## config.mk

```make
export PLATFORM = sky130hd
export DESIGN_NAME = wst_timers
export DESIGN_NICKNAME = d
export VERILOG_FILES = /design/src/wst_pkg.sv /design/src/wst_cnt_if.sv /design/src/wst_countdown.sv /design/src/wst_timers.sv
export SDC_FILE = /design/constraint.sdc
export NUM_CORES = 1
export LEC_CHECK = 0
export ABC_CLOCK_PERIOD_IN_PS = 2800
export BUFFER_PORTS_ARGS = -buffer_cell sky130_fd_sc_hd__buf_2
export CAP_MARGIN = 20
export CELL_PAD_IN_SITES_DETAIL_PLACEMENT = 1
export CELL_PAD_IN_SITES_GLOBAL_PLACEMENT = 2
export CORE_MARGIN = 2
export CORE_UTILIZATION = 33
export CTS_CLUSTER_DIAMETER = 80
export CTS_CLUSTER_SIZE = 10
export DETAILED_ROUTE_END_ITERATION = 12
export GPL_TIMING_DRIVEN = 0
export PLACE_DENSITY = 0.82
export REMOVE_ABC_BUFFERS = 1
export SYNTH_ARGS = -nofsm -noshare
export SYNTH_HDL_FRONTEND = slang
export SYNTH_HIERARCHICAL = 1
export SYNTH_SLANG_ARGS = --single-unit
```

## constraint.sdc

```tcl
create_clock -name REF_CLK_I -period 2.8 [get_ports REF_CLK_I]
set_clock_uncertainty 0.15 [all_clocks]
set_input_delay 0.14 -clock REF_CLK_I [delete_from_list [all_inputs] [get_ports REF_CLK_I]]
set_output_delay 0.14 -clock REF_CLK_I [all_outputs]
set_load 0.02 [all_outputs]
```

## src/wst_pkg.sv

```systemverilog
// Package of constants for the wake and system timers block
package wst_pkg;
  localparam int PS_W = 2;
  localparam int RULE_W = 7;
  localparam int HNR_W = 32;
  localparam int PAUSE_W = 16;
  localparam int IDLY_W = 16;
  localparam logic [1:0] PS_ACTIVE = 2'h0;
  localparam logic [RULE_W-1:0] RULE_RST = 7'h00;
  localparam logic [HNR_W-1:0] HNR_RST = 32'h00000000;
  localparam logic [PAUSE_W-1:0] PAUSE_RST = 16'h0000;
  localparam logic [IDLY_W-1:0] IDLY_RST = 16'h0000;
  typedef enum logic [1:0] {WST_IDLE, WST_DELAY, WST_FIRE} wst_idly_e;
endpackage

```

## src/wst_cnt_if.sv

```systemverilog
// Interface carrying load and status between top and countdown module
`timescale 1ns/1ps
interface wst_cnt_if #(parameter int W = 16);
  logic load;
  logic [W-1:0] value;
  logic busy;
  logic expire;
  modport ctl (output load, output value, input busy, input expire);
  modport cnt (input load, input value, output busy, output expire);
endinterface

```

## src/wst_countdown.sv

```systemverilog
// Loadable countdown counter that stops at zero and pulses on expiry
`timescale 1ns/1ps
module wst_countdown #(
  parameter int W = 16
) (
  input wire logic clk_i,
  input wire logic rst_i,
  input wire logic tick_i,
  wst_cnt_if.cnt c
);
  logic [W-1:0] count;
  logic [W-1:0] next_count;
  logic fired;
  logic next_fired;

  // Load wins over decrement; expiry pulses once on the step to zero
  always_comb begin
    next_count = count;
    next_fired = 1'b0;
    if (c.load) begin
      next_count = c.value;
    end else if (tick_i && count != '0) begin
      next_count = count - {{(W-1){1'b0}}, 1'b1};
      next_fired = (count == {{(W-1){1'b0}}, 1'b1});
    end
  end

  // Counter registers
  always_ff @(posedge clk_i) begin
    if (rst_i) begin
      count <= '0;
      fired <= 1'b0;
    end else begin
      count <= next_count;
      fired <= next_fired;
    end
  end

  assign c.busy = (count != '0);
  assign c.expire = fired;
endmodule // wst_countdown

```

## src/wst_timers.sv

```systemverilog
// Wake handling, host silence timer, pause timer and receive interrupt delay
`timescale 1ns/1ps
module wst_timers #(
  parameter int HNR_W = wst_pkg::HNR_W,
  parameter int IDLY_W = wst_pkg::IDLY_W
) (
  input wire logic REF_CLK_I,
  input wire logic RST_I,
  input wire logic WAKE_ACTION_I,
  input wire logic [wst_pkg::RULE_W-1:0] WAKE_RULE_I,
  input wire logic [wst_pkg::PS_W-1:0] POWER_STATE_FIELD_I,
  input wire logic WAKE_OUTPUT_ENABLE_I,
  input wire logic WAKE_CLEAR_BIT_I,
  input wire logic [HNR_W-1:0] HOST_SILENCE_COUNT_I,
  input wire logic TX_READY_CLEAR_I,
  input wire logic START_PAUSE_I,
  input wire logic PAUSE_FRAME_I,
  input wire logic [wst_pkg::PAUSE_W-1:0] PAUSE_VALUE_I,
  input wire logic [IDLY_W-1:0] IRQ_DELAY_COUNT_I,
  input wire logic RX_BYTE_TICK_I,
  input wire logic RX_FIRST_DATA_I,
  input wire logic RX_IRQ_ACK_I,
  output logic POWER_EVENT_OUT_N_O,
  output logic HIR_WAKE_O,
  output logic WAKE_PENDING_O,
  output logic [wst_pkg::RULE_W-1:0] WAKE_RULE_STATUS_O,
  output logic TX_READY_FLAG_O,
  output logic PAUSE_ACTIVE_O,
  output logic RX_IRQ_O
);
  wst_cnt_if #(.W(HNR_W)) hnr_c ();
  wst_cnt_if #(.W(wst_pkg::PAUSE_W)) pause_c ();
  logic wake_pending;
  logic next_wake_pending;
  logic hir_wake;
  logic next_hir_wake;
  logic event_n;
  logic next_event_n;
  logic [wst_pkg::RULE_W-1:0] wake_rule;
  logic [wst_pkg::RULE_W-1:0] next_wake_rule;
  logic tx_ready;
  logic next_tx_ready;
  logic pause_active;
  logic next_pause_active;
  logic valid_wake;
  wst_pkg::wst_idly_e idly_state;
  wst_pkg::wst_idly_e next_idly_state;
  logic [IDLY_W-1:0] idly_count;
  logic [IDLY_W-1:0] next_idly_count;
  logic rx_irq;
  logic next_rx_irq;

  // Only a classification wake, in a power-down state, counts
  assign valid_wake = WAKE_ACTION_I && (POWER_STATE_FIELD_I != wst_pkg::PS_ACTIVE);

  // Silence timer load on wake; it ticks every clock
  assign hnr_c.load = valid_wake;
  assign hnr_c.value = HOST_SILENCE_COUNT_I;

  // Pause counter load from local start or received pause frame
  assign pause_c.load = START_PAUSE_I || PAUSE_FRAME_I;
  assign pause_c.value = PAUSE_VALUE_I;

  wst_countdown #(.W(HNR_W)) u_hnr (
    .clk_i(REF_CLK_I),
    .rst_i(RST_I),
    .tick_i(1'b1),
    .c(hnr_c)
  );

  wst_countdown #(.W(wst_pkg::PAUSE_W)) u_pause (
    .clk_i(REF_CLK_I),
    .rst_i(RST_I),
    .tick_i(1'b1),
    .c(pause_c)
  );

  // Wake event state; a new wake wins over a clear in the same cycle
  always_comb begin
    next_wake_pending = wake_pending;
    next_hir_wake = hir_wake;
    next_event_n = event_n;
    next_wake_rule = wake_rule;
    next_tx_ready = tx_ready;
    if (WAKE_CLEAR_BIT_I) begin
      next_wake_pending = 1'b0;
      next_hir_wake = 1'b0;
      next_event_n = 1'b1;
    end
    if (valid_wake) begin
      next_wake_pending = 1'b1;
      next_wake_rule = WAKE_RULE_I;
      if (WAKE_OUTPUT_ENABLE_I) begin
        next_event_n = 1'b0;
      end else begin
        next_hir_wake = 1'b1;
      end
    end
    if (TX_READY_CLEAR_I) begin
      next_tx_ready = 1'b0;
    end
    if (hnr_c.expire && wake_pending && !WAKE_CLEAR_BIT_I) begin
      next_tx_ready = 1'b1;
    end
  end

  // Wake event registers
  always_ff @(posedge REF_CLK_I) begin
    if (RST_I) begin
      wake_pending <= 1'b0;
      hir_wake <= 1'b0;
      event_n <= 1'b1;
      wake_rule <= wst_pkg::RULE_RST;
      tx_ready <= 1'b0;
    end else begin
      wake_pending <= next_wake_pending;
      hir_wake <= next_hir_wake;
      event_n <= next_event_n;
      wake_rule <= next_wake_rule;
      tx_ready <= next_tx_ready;
    end
  end

  // Pause state follows the counter; ends the cycle after it reaches zero
  always_comb begin
    next_pause_active = pause_c.busy || pause_c.load;
    if (pause_c.load && PAUSE_VALUE_I == wst_pkg::PAUSE_RST) begin
      next_pause_active = 1'b0;
    end
  end

  // Pause state register
  always_ff @(posedge REF_CLK_I) begin
    if (RST_I) begin
      pause_active <= 1'b0;
    end else begin
      pause_active <= next_pause_active;
    end
  end

  // Receive interrupt delay: counts byte times after first queued data
  always_comb begin
    next_idly_state = idly_state;
    next_idly_count = idly_count;
    next_rx_irq = rx_irq;
    if (RX_IRQ_ACK_I) begin
      next_rx_irq = 1'b0;
    end
    unique case (idly_state)
      wst_pkg::WST_IDLE: begin
        if (RX_FIRST_DATA_I) begin
          next_idly_count = IRQ_DELAY_COUNT_I;
          next_idly_state = wst_pkg::WST_DELAY;
        end
      end
      wst_pkg::WST_DELAY: begin
        if (idly_count == wst_pkg::IDLY_RST) begin
          next_idly_state = wst_pkg::WST_FIRE;
        end else if (RX_BYTE_TICK_I) begin
          next_idly_count = idly_count - {{(IDLY_W-1){1'b0}}, 1'b1};
        end
      end
      wst_pkg::WST_FIRE: begin
        next_rx_irq = 1'b1;
        next_idly_state = wst_pkg::WST_IDLE;
      end
    endcase
  end

  // Interrupt delay registers
  always_ff @(posedge REF_CLK_I) begin
    if (RST_I) begin
      idly_state <= wst_pkg::WST_IDLE;
      idly_count <= wst_pkg::IDLY_RST;
      rx_irq <= 1'b0;
    end else begin
      idly_state <= next_idly_state;
      idly_count <= next_idly_count;
      rx_irq <= next_rx_irq;
    end
  end

  // Outputs straight from flip-flops
  assign POWER_EVENT_OUT_N_O = event_n;
  assign HIR_WAKE_O = hir_wake;
  assign WAKE_PENDING_O = wake_pending;
  assign WAKE_RULE_STATUS_O = wake_rule;
  assign TX_READY_FLAG_O = tx_ready;
  assign PAUSE_ACTIVE_O = pause_active;
  assign RX_IRQ_O = rx_irq;
endmodule // wst_timers

```

==> impl_summary.md, run 1 <==
Clock network
The clock slew seen by the registers of the worst setup and hold paths is 0.06 ns. The number of buffers created by CTS is 9. The H-tree generated during clock tree synthesis spans 3 levels. The TritonCTS clock tree is done. The clock drives 80 sinks.

The clock reaches the later pin of the worst-skew pair after 0.35 ns. The cell sitting at the root of the clock tree is a clkbuf_16. The maximum clock insertion buffer count is 2.

Finish
The post-route standard cell area excluding fillers is 0.00654 mm2. The area growth from synthesis to layout is 33.0%. Of the cells placed in the final design, the portion with a size suffix greater than 1 is 22.3%.

The final-stage net count is 831. The post-route core utilization is 45.0%. The final antenna diode count is 0.

Synthesis
The synthesized netlist occupies a cell area of 0.00492 mm2. The total of warnings raised by yosys is 6. The mean instance size in the synthesized netlist is 8.33 um2. Counting every instance in the synthesized netlist gives 590.

Critical path
The startpoint of the worst register-to-register path is u_hnr/count[0]$_SDFFE_PP0P_. Grouping stages by cell kind, the critical path spends the most delay in simple AND/OR/NAND/NOR gates. In this run the worst path has a maximum fanout of 11.

The worst setup path is launched from a flop. Walking the worst path, the cells encountered are inv_1, ha_1, nor3b_2, and2_1, a21oi_1, and3_1, a2111oi_2. The category of the critical setup timing path is reg -> reg. The number of buffer and inverter stages on the critical path is 1. STA classifies the critical path endpoint as a flop. The data required time at the worst endpoint is 2.90 ns. In this design, the stage delay of the slowest critical-path cell is 0.54 ns. For the worst flop-to-flop path, the logic depth is 7. Setup slack on the worst reg-to-reg path comes out at 0.20 ns. The worst path arrival time is 2.69 ns.

The worst register-to-register path ends at u_hnr/count[27]$_SDFFE_PP0P_. The cell at the slowest stage of the critical path is and2_1.

Routing
Once detail routing completed, the nets flagged for antenna violations numbered 0. After detailed routing, the average wire length per cell comes to 16.9 um. For this run, design rule violations remaining after detail routing come to 0.

The first TritonRoute pass finished after 4 iterations. The final route contains 5133 vias. Using the TritonRoute via totals, the vias-per-cell ratio works out to 5.53. The aggregate routed wire length is 15.7 mm. For this block, the initial DRC count from the detailed router was 224.

Pwr
Cell internal power was estimated by the tool at 2870 uW. For this design the ratio of total power to cell area is 717 mW/mm2. The leakage power of the design is 0.00246 uW.

Per report_power, the clock group accounts for 28.0% of the total. Sequential cells burn 32.9% of the power. The largest voltage drop on the vdd net is 0.320 mV. In this run, the combinational gates consume 39.0% of the power. The power dissipated by switching net loads is 1820 uW.

The switching fraction of total power is 38.9%.

STA
The tightest hold path in the finished design has a slack of 0.0172 ns. For the final routed database, the setup TNS stands at 0 ns. Setup repair after global routing left no endpoint under its margin.

The worst path in the final design needs a cycle of 2.60 ns, including I/O delays and setup. The hold violation count in the final report was 0. The worst slew margin relative to its limit is 31.1%.

The actual transition at the worst max-transition pin is 1.02 ns. The final critical path takes up 92.7% of the cycle. Timing would allow up to 385 MHz. The count of pins over their slew limit was 0. The final-report setup violation count is 0.

Worst hold path
The beginning of the worst hold path is HOST_SILENCE_COUNT_I[27]. The hold path depth is 3. The kind of path behind the tightest hold check is in -> reg.

For hold timing, the worst endpoint is u_hnr/count[27]$_SDFFE_PP0P_.

Global routing
The first global-routing pass estimated 26.1 mm of wire. Entering global routing, the biggest net connects 60 pins. The number of antenna violations at the first check in global routing came to 0. The number of global-route vias before repair is 5202. For this run, the total global-route usage over all layers was measured as 20.0%. The remaining global-route overflow is 0.

Floorplan
For this design the top-level I/O count stands at 97. Measured along the y axis, the die boundary spans 126 um. The die covers 0.0159 mm2. The core region is 0.0145 mm2. The count of standard-cell rows is 44.

The die boundary width is 126 um. The initial utilization of the core area, before any placement, comes to 33.8%.

Place
The port buffer count is 96. The half-perimeter wire length of the detailed placement result is 10.6 mm. The global placement routability congestion is 0.832. The area of placed instances is 0.00553 mm2.

Status
The run finished with clean final reports.

Job
Max-cap violations in this run came to 0.
through the flow:
step | cells | worst slack [ns] | total power [uW]
final | 928 | 0.204 | 4690
after global routing | 928 | 0.0236 | 5000
after CTS | 927 | 0.0725 | 4630
after detailed placement | 849 | -0.714 | 3230
after global placement | 847 | -1.27 | 3160
after floorplan | 567 | 0.118 | 2700
cell type report:
| cell class | instances | area, um2 |
|---|---|---|
| Inverter | 27 | 105 |
| Clock inverter | 3 | 65.1 |
| Tap cell | 184 | 230 |
| Clock buffer | 12 | 256 |
| Fill cell | 1736 | 7990 |
| Multi-Input combinational cell | 460 | 3140 |
| Timing Repair Buffer | 162 | 1150 |
| Sequential cell | 80 | 1600 |
worst max-delay path by stage:
stage | slack (ns) | start | depth (start not counted) | to
finish | 0.20 | u_hnr/count[0]$_SDFFE_PP0P_ | 7 | u_hnr/count[27]$_SDFFE_PP0P_
global placement | -1.27 | POWER_STATE_FIELD_I[1] | 6 | u_hnr/count[27]$_SDFFE_PP0P_
detailed placement | -0.71 | POWER_STATE_FIELD_I[1] | 6 | u_hnr/count[27]$_SDFFE_PP0P_
global route | 0.02 | u_hnr/count[0]$_SDFFE_PP0P_ | 6 | u_hnr/count[28]$_SDFFE_PP0P_
floorplan | 0.12 | POWER_STATE_FIELD_I[1] | 5 | u_hnr/count[27]$_SDFFE_PP0P_
CTS | 0.07 | u_hnr/count[0]$_SDFFE_PP0P_ | 6 | u_hnr/count[28]$_SDFFE_PP0P_
worst reg2reg max path, cell delays in order, from the launching register on:
cell and delay, ns:
dfxtp_1 0.38, inv_1 0.09, ha_1 0.16, nor3b_2 0.46
and2_1 0.54, a21oi_1 0.21, and3_1 0.23, a2111oi_2 0.28
sequential cells by signal, indices dropped and copies added, names as in the netlist:
name and cells:
HIR_WAKE_O 1, idly_state 2, u_pause/count 16, POWER_EVENT_OUT_N_O 1, WAKE_PENDING_O 1, PAUSE_ACTIVE_O 1
u_hnr/c.expire 1, u_hnr/count 32, WAKE_RULE_STATUS_O 7, idly_count 16, RX_IRQ_O 1, TX_READY_FLAG_O 1
power groups by stage:
| stage | clock, uW | sequential, uW | combinational, uW |
|---|---|---|---|
| 6_report | 1320 | 1540 | 1830 |
| 3_3_place_gp | 0 | 1540 | 1610 |
| 5_1_grt | 1380 | 1570 | 2040 |
| 3_5_place_dp | 0 | 1560 | 1670 |
| 4_1_cts | 1330 | 1540 | 1760 |
| 2_1_floorplan | 0 | 1510 | 1190 |
cell usage in the layout, fill, tap and decap left out, types with 4 or more instances in the layout:
master         instances
ha_1                   6
nor2b_1                8
or4_1                  5
inv_1                 24
or4_2                  4
a2111oi_2              5
nand4_1               11
dlygate4sd3_1         63
a31oi_1                6
a21oi_1               37
nand2_1               35
buf_2                 95
clkbuf_16              9
nor4_1                23
and3_1                 5
o21ai_0               16
a311oi_1              11
or2_2                  6
nor3_1                 6
nor2_1                74
nand3_1               16
conb_1                13
xnor2_1               24
nor4_4                 6
or3_1                  5
a211oi_1              40
o31ai_1                5
nor4b_1                6
dfxtp_1               80
a21o_1                 6
o211ai_1               5
timing repair:
action                                  in CTS  in global routing
pin swaps                                    0                  0
endpoints found under the setup margin      48                  9
hold endpoints to repair                    62                  0
buffers inserted                             0                  0
hold buffers                                63                  0
gates resized for setup                      7                  6
cloned                                       0                  0
layer usage:
layer | share of wire, % | track usage, %
met5 | 0 | 0
met1 | 47 | 26.1
met3 | 3.9 | 2.89
met2 | 47 | 33.4
met4 | 2.2 | 7.76
No activity file was read; power rests on OpenSTA's default activity.
==> inputs of run 2 (changes only) <==
- ABC_CLOCK_PERIOD_IN_PS: 2800 -> 2500
- clock period: 2.8 -> 2.5 ns (I/O delays scaled with it)
==> impl_summary.md, run 2 (synthesized netlist as in run 1, its figures left out) <==
Critical path
The worst path arrival time came to 2.57 ns (-0.12 ns). The register-to-register path setup slack is 0.01 ns (-0.19 ns). The highest net fanout along the worst path was 7 (-4). The startpoint of the worst register-to-register path is u_pause/count[0]$_SDFFE_PP0P_.

The category of the critical setup timing path is reg -> reg. The data required time at the worst endpoint is 2.58 ns (-0.32 ns). STA classifies the critical path endpoint as a flop. The number of cell instances on the worst register-to-register path came to 6 (-1).

The critical register-to-register path endpoint is u_pause/count[15]$_SDFFE_PP0P_. The startpoint type of the worst setup path is a flop.

Pwr
The clock network power share is 26.9% (-1.1 points). The internal cell power is 3340 uW (+17%). The sequential fraction of design power came to 32.0% (-0.9 points).

The power share of the combinational group is 41.1% (+2.1 points). The leakage power of the design is 0.00254 uW (+3.1%). The ratio of total power to cell area came to 814 mW/mm2 (+14%).

The power dissipated by switching net loads came to 2130 uW (+17%). The switching fraction of total power is 38.9% (+0.054 points). The largest voltage drop on the vdd net came to 0.382 mV (+19%).

Clock network
The maximum clock insertion buffer count is 2 (unchanged). In this run the clock root is driven by a clkbuf_16. The clock insertion delay at the later pin of the skew report is 0.35 ns (about the same). The total clock sinks came to 80 (unchanged). The number of buffers created by CTS is 9 (unchanged). The clock slew seen by the registers of the worst setup and hold paths was 0.06 ns (about the same). The level count of the clock H-tree is 3 (unchanged). The TritonCTS clock tree is done.

Finish
The number of fill cells is 1737 (+0.058%). The fraction of final layout cells sized beyond drive strength 1 was 24.7% (+2.4 points). The final-stage net count is 845 (+1.7%).

The largest registers in the layout are u_hnr/count (32), idly_count (16), u_pause/count (16). The register with the most flip-flops in the final layout is u_hnr/count. The post-route non-filler standard cell count was 942 (+1.5%). The most common cell after layout, fill and taps aside is buf_2.

In the layout the commonest cells are buf_2 (95), dfxtp_1 (80), nor2_1 (74), dlygate4sd3_1 (63), a211oi_1 (40). The number of flip-flops in the largest register is 32 (unchanged). The final antenna diode count is 0 (unchanged). The area growth from synthesis to layout is 36.6%.

Place
The post-placement cell count is 849 (unchanged). The global placement routability congestion is 0.832 (unchanged). The port buffer count is 96 (unchanged). The worst slack after detailed placement is -0.999 ns (-0.285 ns). The half-perimeter wire length of the detailed placement result came to 10.6 mm (unchanged).

Global routing
The remaining global-route overflow is 0 (unchanged). The global routing usage summed across all routing layers is 20.1% (+0.17 points). The number of global-route vias before repair is 5218 (+0.31%). The wire length of the first global-routing pass came to 26.2 mm (+0.61%). The number of antenna violations at the first check in global routing was 0 (unchanged). The pin count of the biggest net entering global routing is 60 (unchanged).

STA
The count of pins over their slew limit is 0 (unchanged). The actual transition at the worst max-transition pin is 1.04 ns (+0.0154 ns). The final-report setup violation count was 0 (unchanged). The portion of the clock cycle consumed by the worst path in the final layout is 99.6% (+6.9 points). The highest clock rate is 402 MHz (+4.3%). The worst slew margin relative to its limit is 30.1% (-1.0 points). The hold violation count in the final report came to 0 (unchanged).

The time the final worst path needs with I/O delays and setup came to 2.49 ns (-0.107 ns). Setup repair after global routing could not meet its margin everywhere. The final worst-path setup slack is 0.0109 ns (-0.193 ns).

Floorplan
The count of standard-cell rows was 44 (unchanged). The count of boundary I/O pins is 97 (unchanged). The initial core utilization was 33.8% (unchanged).

The area of the core is 0.0145 mm2 (unchanged). The die boundary width is 126 um (unchanged). The die area is 0.0159 mm2 (unchanged). The height of the die is 126 um (unchanged).

Worst hold path
The path with the worst hold slack has its endpoint at u_hnr/count[27]$_SDFFE_PP0P_. The worst hold path begins at HOST_SILENCE_COUNT_I[27]. The hold path depth is 3 (unchanged).

The kind of path behind the tightest hold check is in -> reg.

Job
The number of maximum-capacitance violations is 0 (unchanged).

Status
The run finished with clean final reports.

Routing
The number of DRC markers in iteration 0 came to 252 (+13%). The via count normalized by instance count is 5.57 (+0.70%). The wire length per cell after detailed routing was 17.2 um (+1.7%). The count of unresolved DRC violations after routing came to 0 (unchanged).

The number of vias in the routed layout is 5247 (+2.2%). The first-pass iteration count of the detailed router is 4 (unchanged). The final antenna-violating net count is 0 (unchanged). The aggregate routed wire length was 16.2 mm (+3.2%).
-- run 2: area by class of cell --
type | instances | area [um2] | area share [%]
inverters | 27 | 109 | 1.62
flip-flops and latches | 80 | 1600 | 23.8
repair inverters | 1 | 5.00 | 0.0745
clock buffers | 12 | 256 | 3.82
multi-input cells | 460 | 3200 | 47.7
repair buffers | 175 | 1250 | 18.6
well taps | 184 | 230 | 3.43
clock inverters | 3 | 65.1 | 0.969
-- run 2: power groups by stage --
stage	logic [uW]	registers, uW	clock network (uW)
after floorplan	1330	1690	0
after global placement	1810	1730	0
after detailed placement	1870	1740	0
after CTS	2020	1720	1500
after global routing	2480	1780	1550
final	2250	1750	1470
-- run 2: how the worst max path moves through the flow --
stage	end	slack [ns]	depth (start not counted)	startpoint
after CTS	u_hnr/count[7]$_SDFFE_PP0P_	0.002	5	u_hnr/count[21]$_SDFFE_PP0P_
final	u_pause/count[15]$_SDFFE_PP0P_	0.01	6	u_pause/count[0]$_SDFFE_PP0P_
after global placement	u_hnr/count[27]$_SDFFE_PP0P_	-1.55	6	POWER_STATE_FIELD_I[1]
after global routing	u_pause/count[11]$_SDFFE_PP0P_	-0.13	6	u_pause/count[0]$_SDFFE_PP0P_
after detailed placement	u_hnr/count[27]$_SDFFE_PP0P_	-1.0	6	POWER_STATE_FIELD_I[1]
after floorplan	u_hnr/count[27]$_SDFFE_PP0P_	-0.17	5	POWER_STATE_FIELD_I[1]
-- run 2: metrics by stage --
step           area (um2)  setup TNS, ns  util, %  power (uW)  hold WS [ns]
2_1_floorplan        4790         -0.363        -        3020        0.0374
3_3_place_gp         5500         -52.29     37.9        3540         0.216
3_5_place_dp         5530         -32.74     38.1        3610         0.227
4_1_cts              6550              0     45.0        5240       0.00266
5_1_grt              6720         -0.550     46.2        5810        0.0102
6_report             6720              0     46.2        5470       0.00211
-- run 2: what timing repair did --
item / 4_1_cts / 5_1_grt
gates resized for setup: 15 / 10
endpoints found under the hold margin: 63 / 0
setup buffers: 0 / 14
hold buffers: 63 / 0
gates cloned: 1 / 0
pin swaps: 1 / 6
endpoints found under the setup margin: 49 / 51
-- run 2: critical path, stage by stage (launching register included) --
cell and delay, ns:
dfxtp_1 0.32, inv_1 0.11, ha_1 0.19, or3b_2 0.54, nor3_1 0.62, nor4b_1 0.13
o311a_1 0.31
-- run 2: layer usage --
layer / wire length, um / part of all wire, % / GRT usage (%)
met1: 7510 / 46 / 26.2
met4: 384 / 2.4 / 7.89
met2: 7650 / 47 / 33.7
met3: 633 / 3.9 / 2.97
met5: 0 / 0 / 0
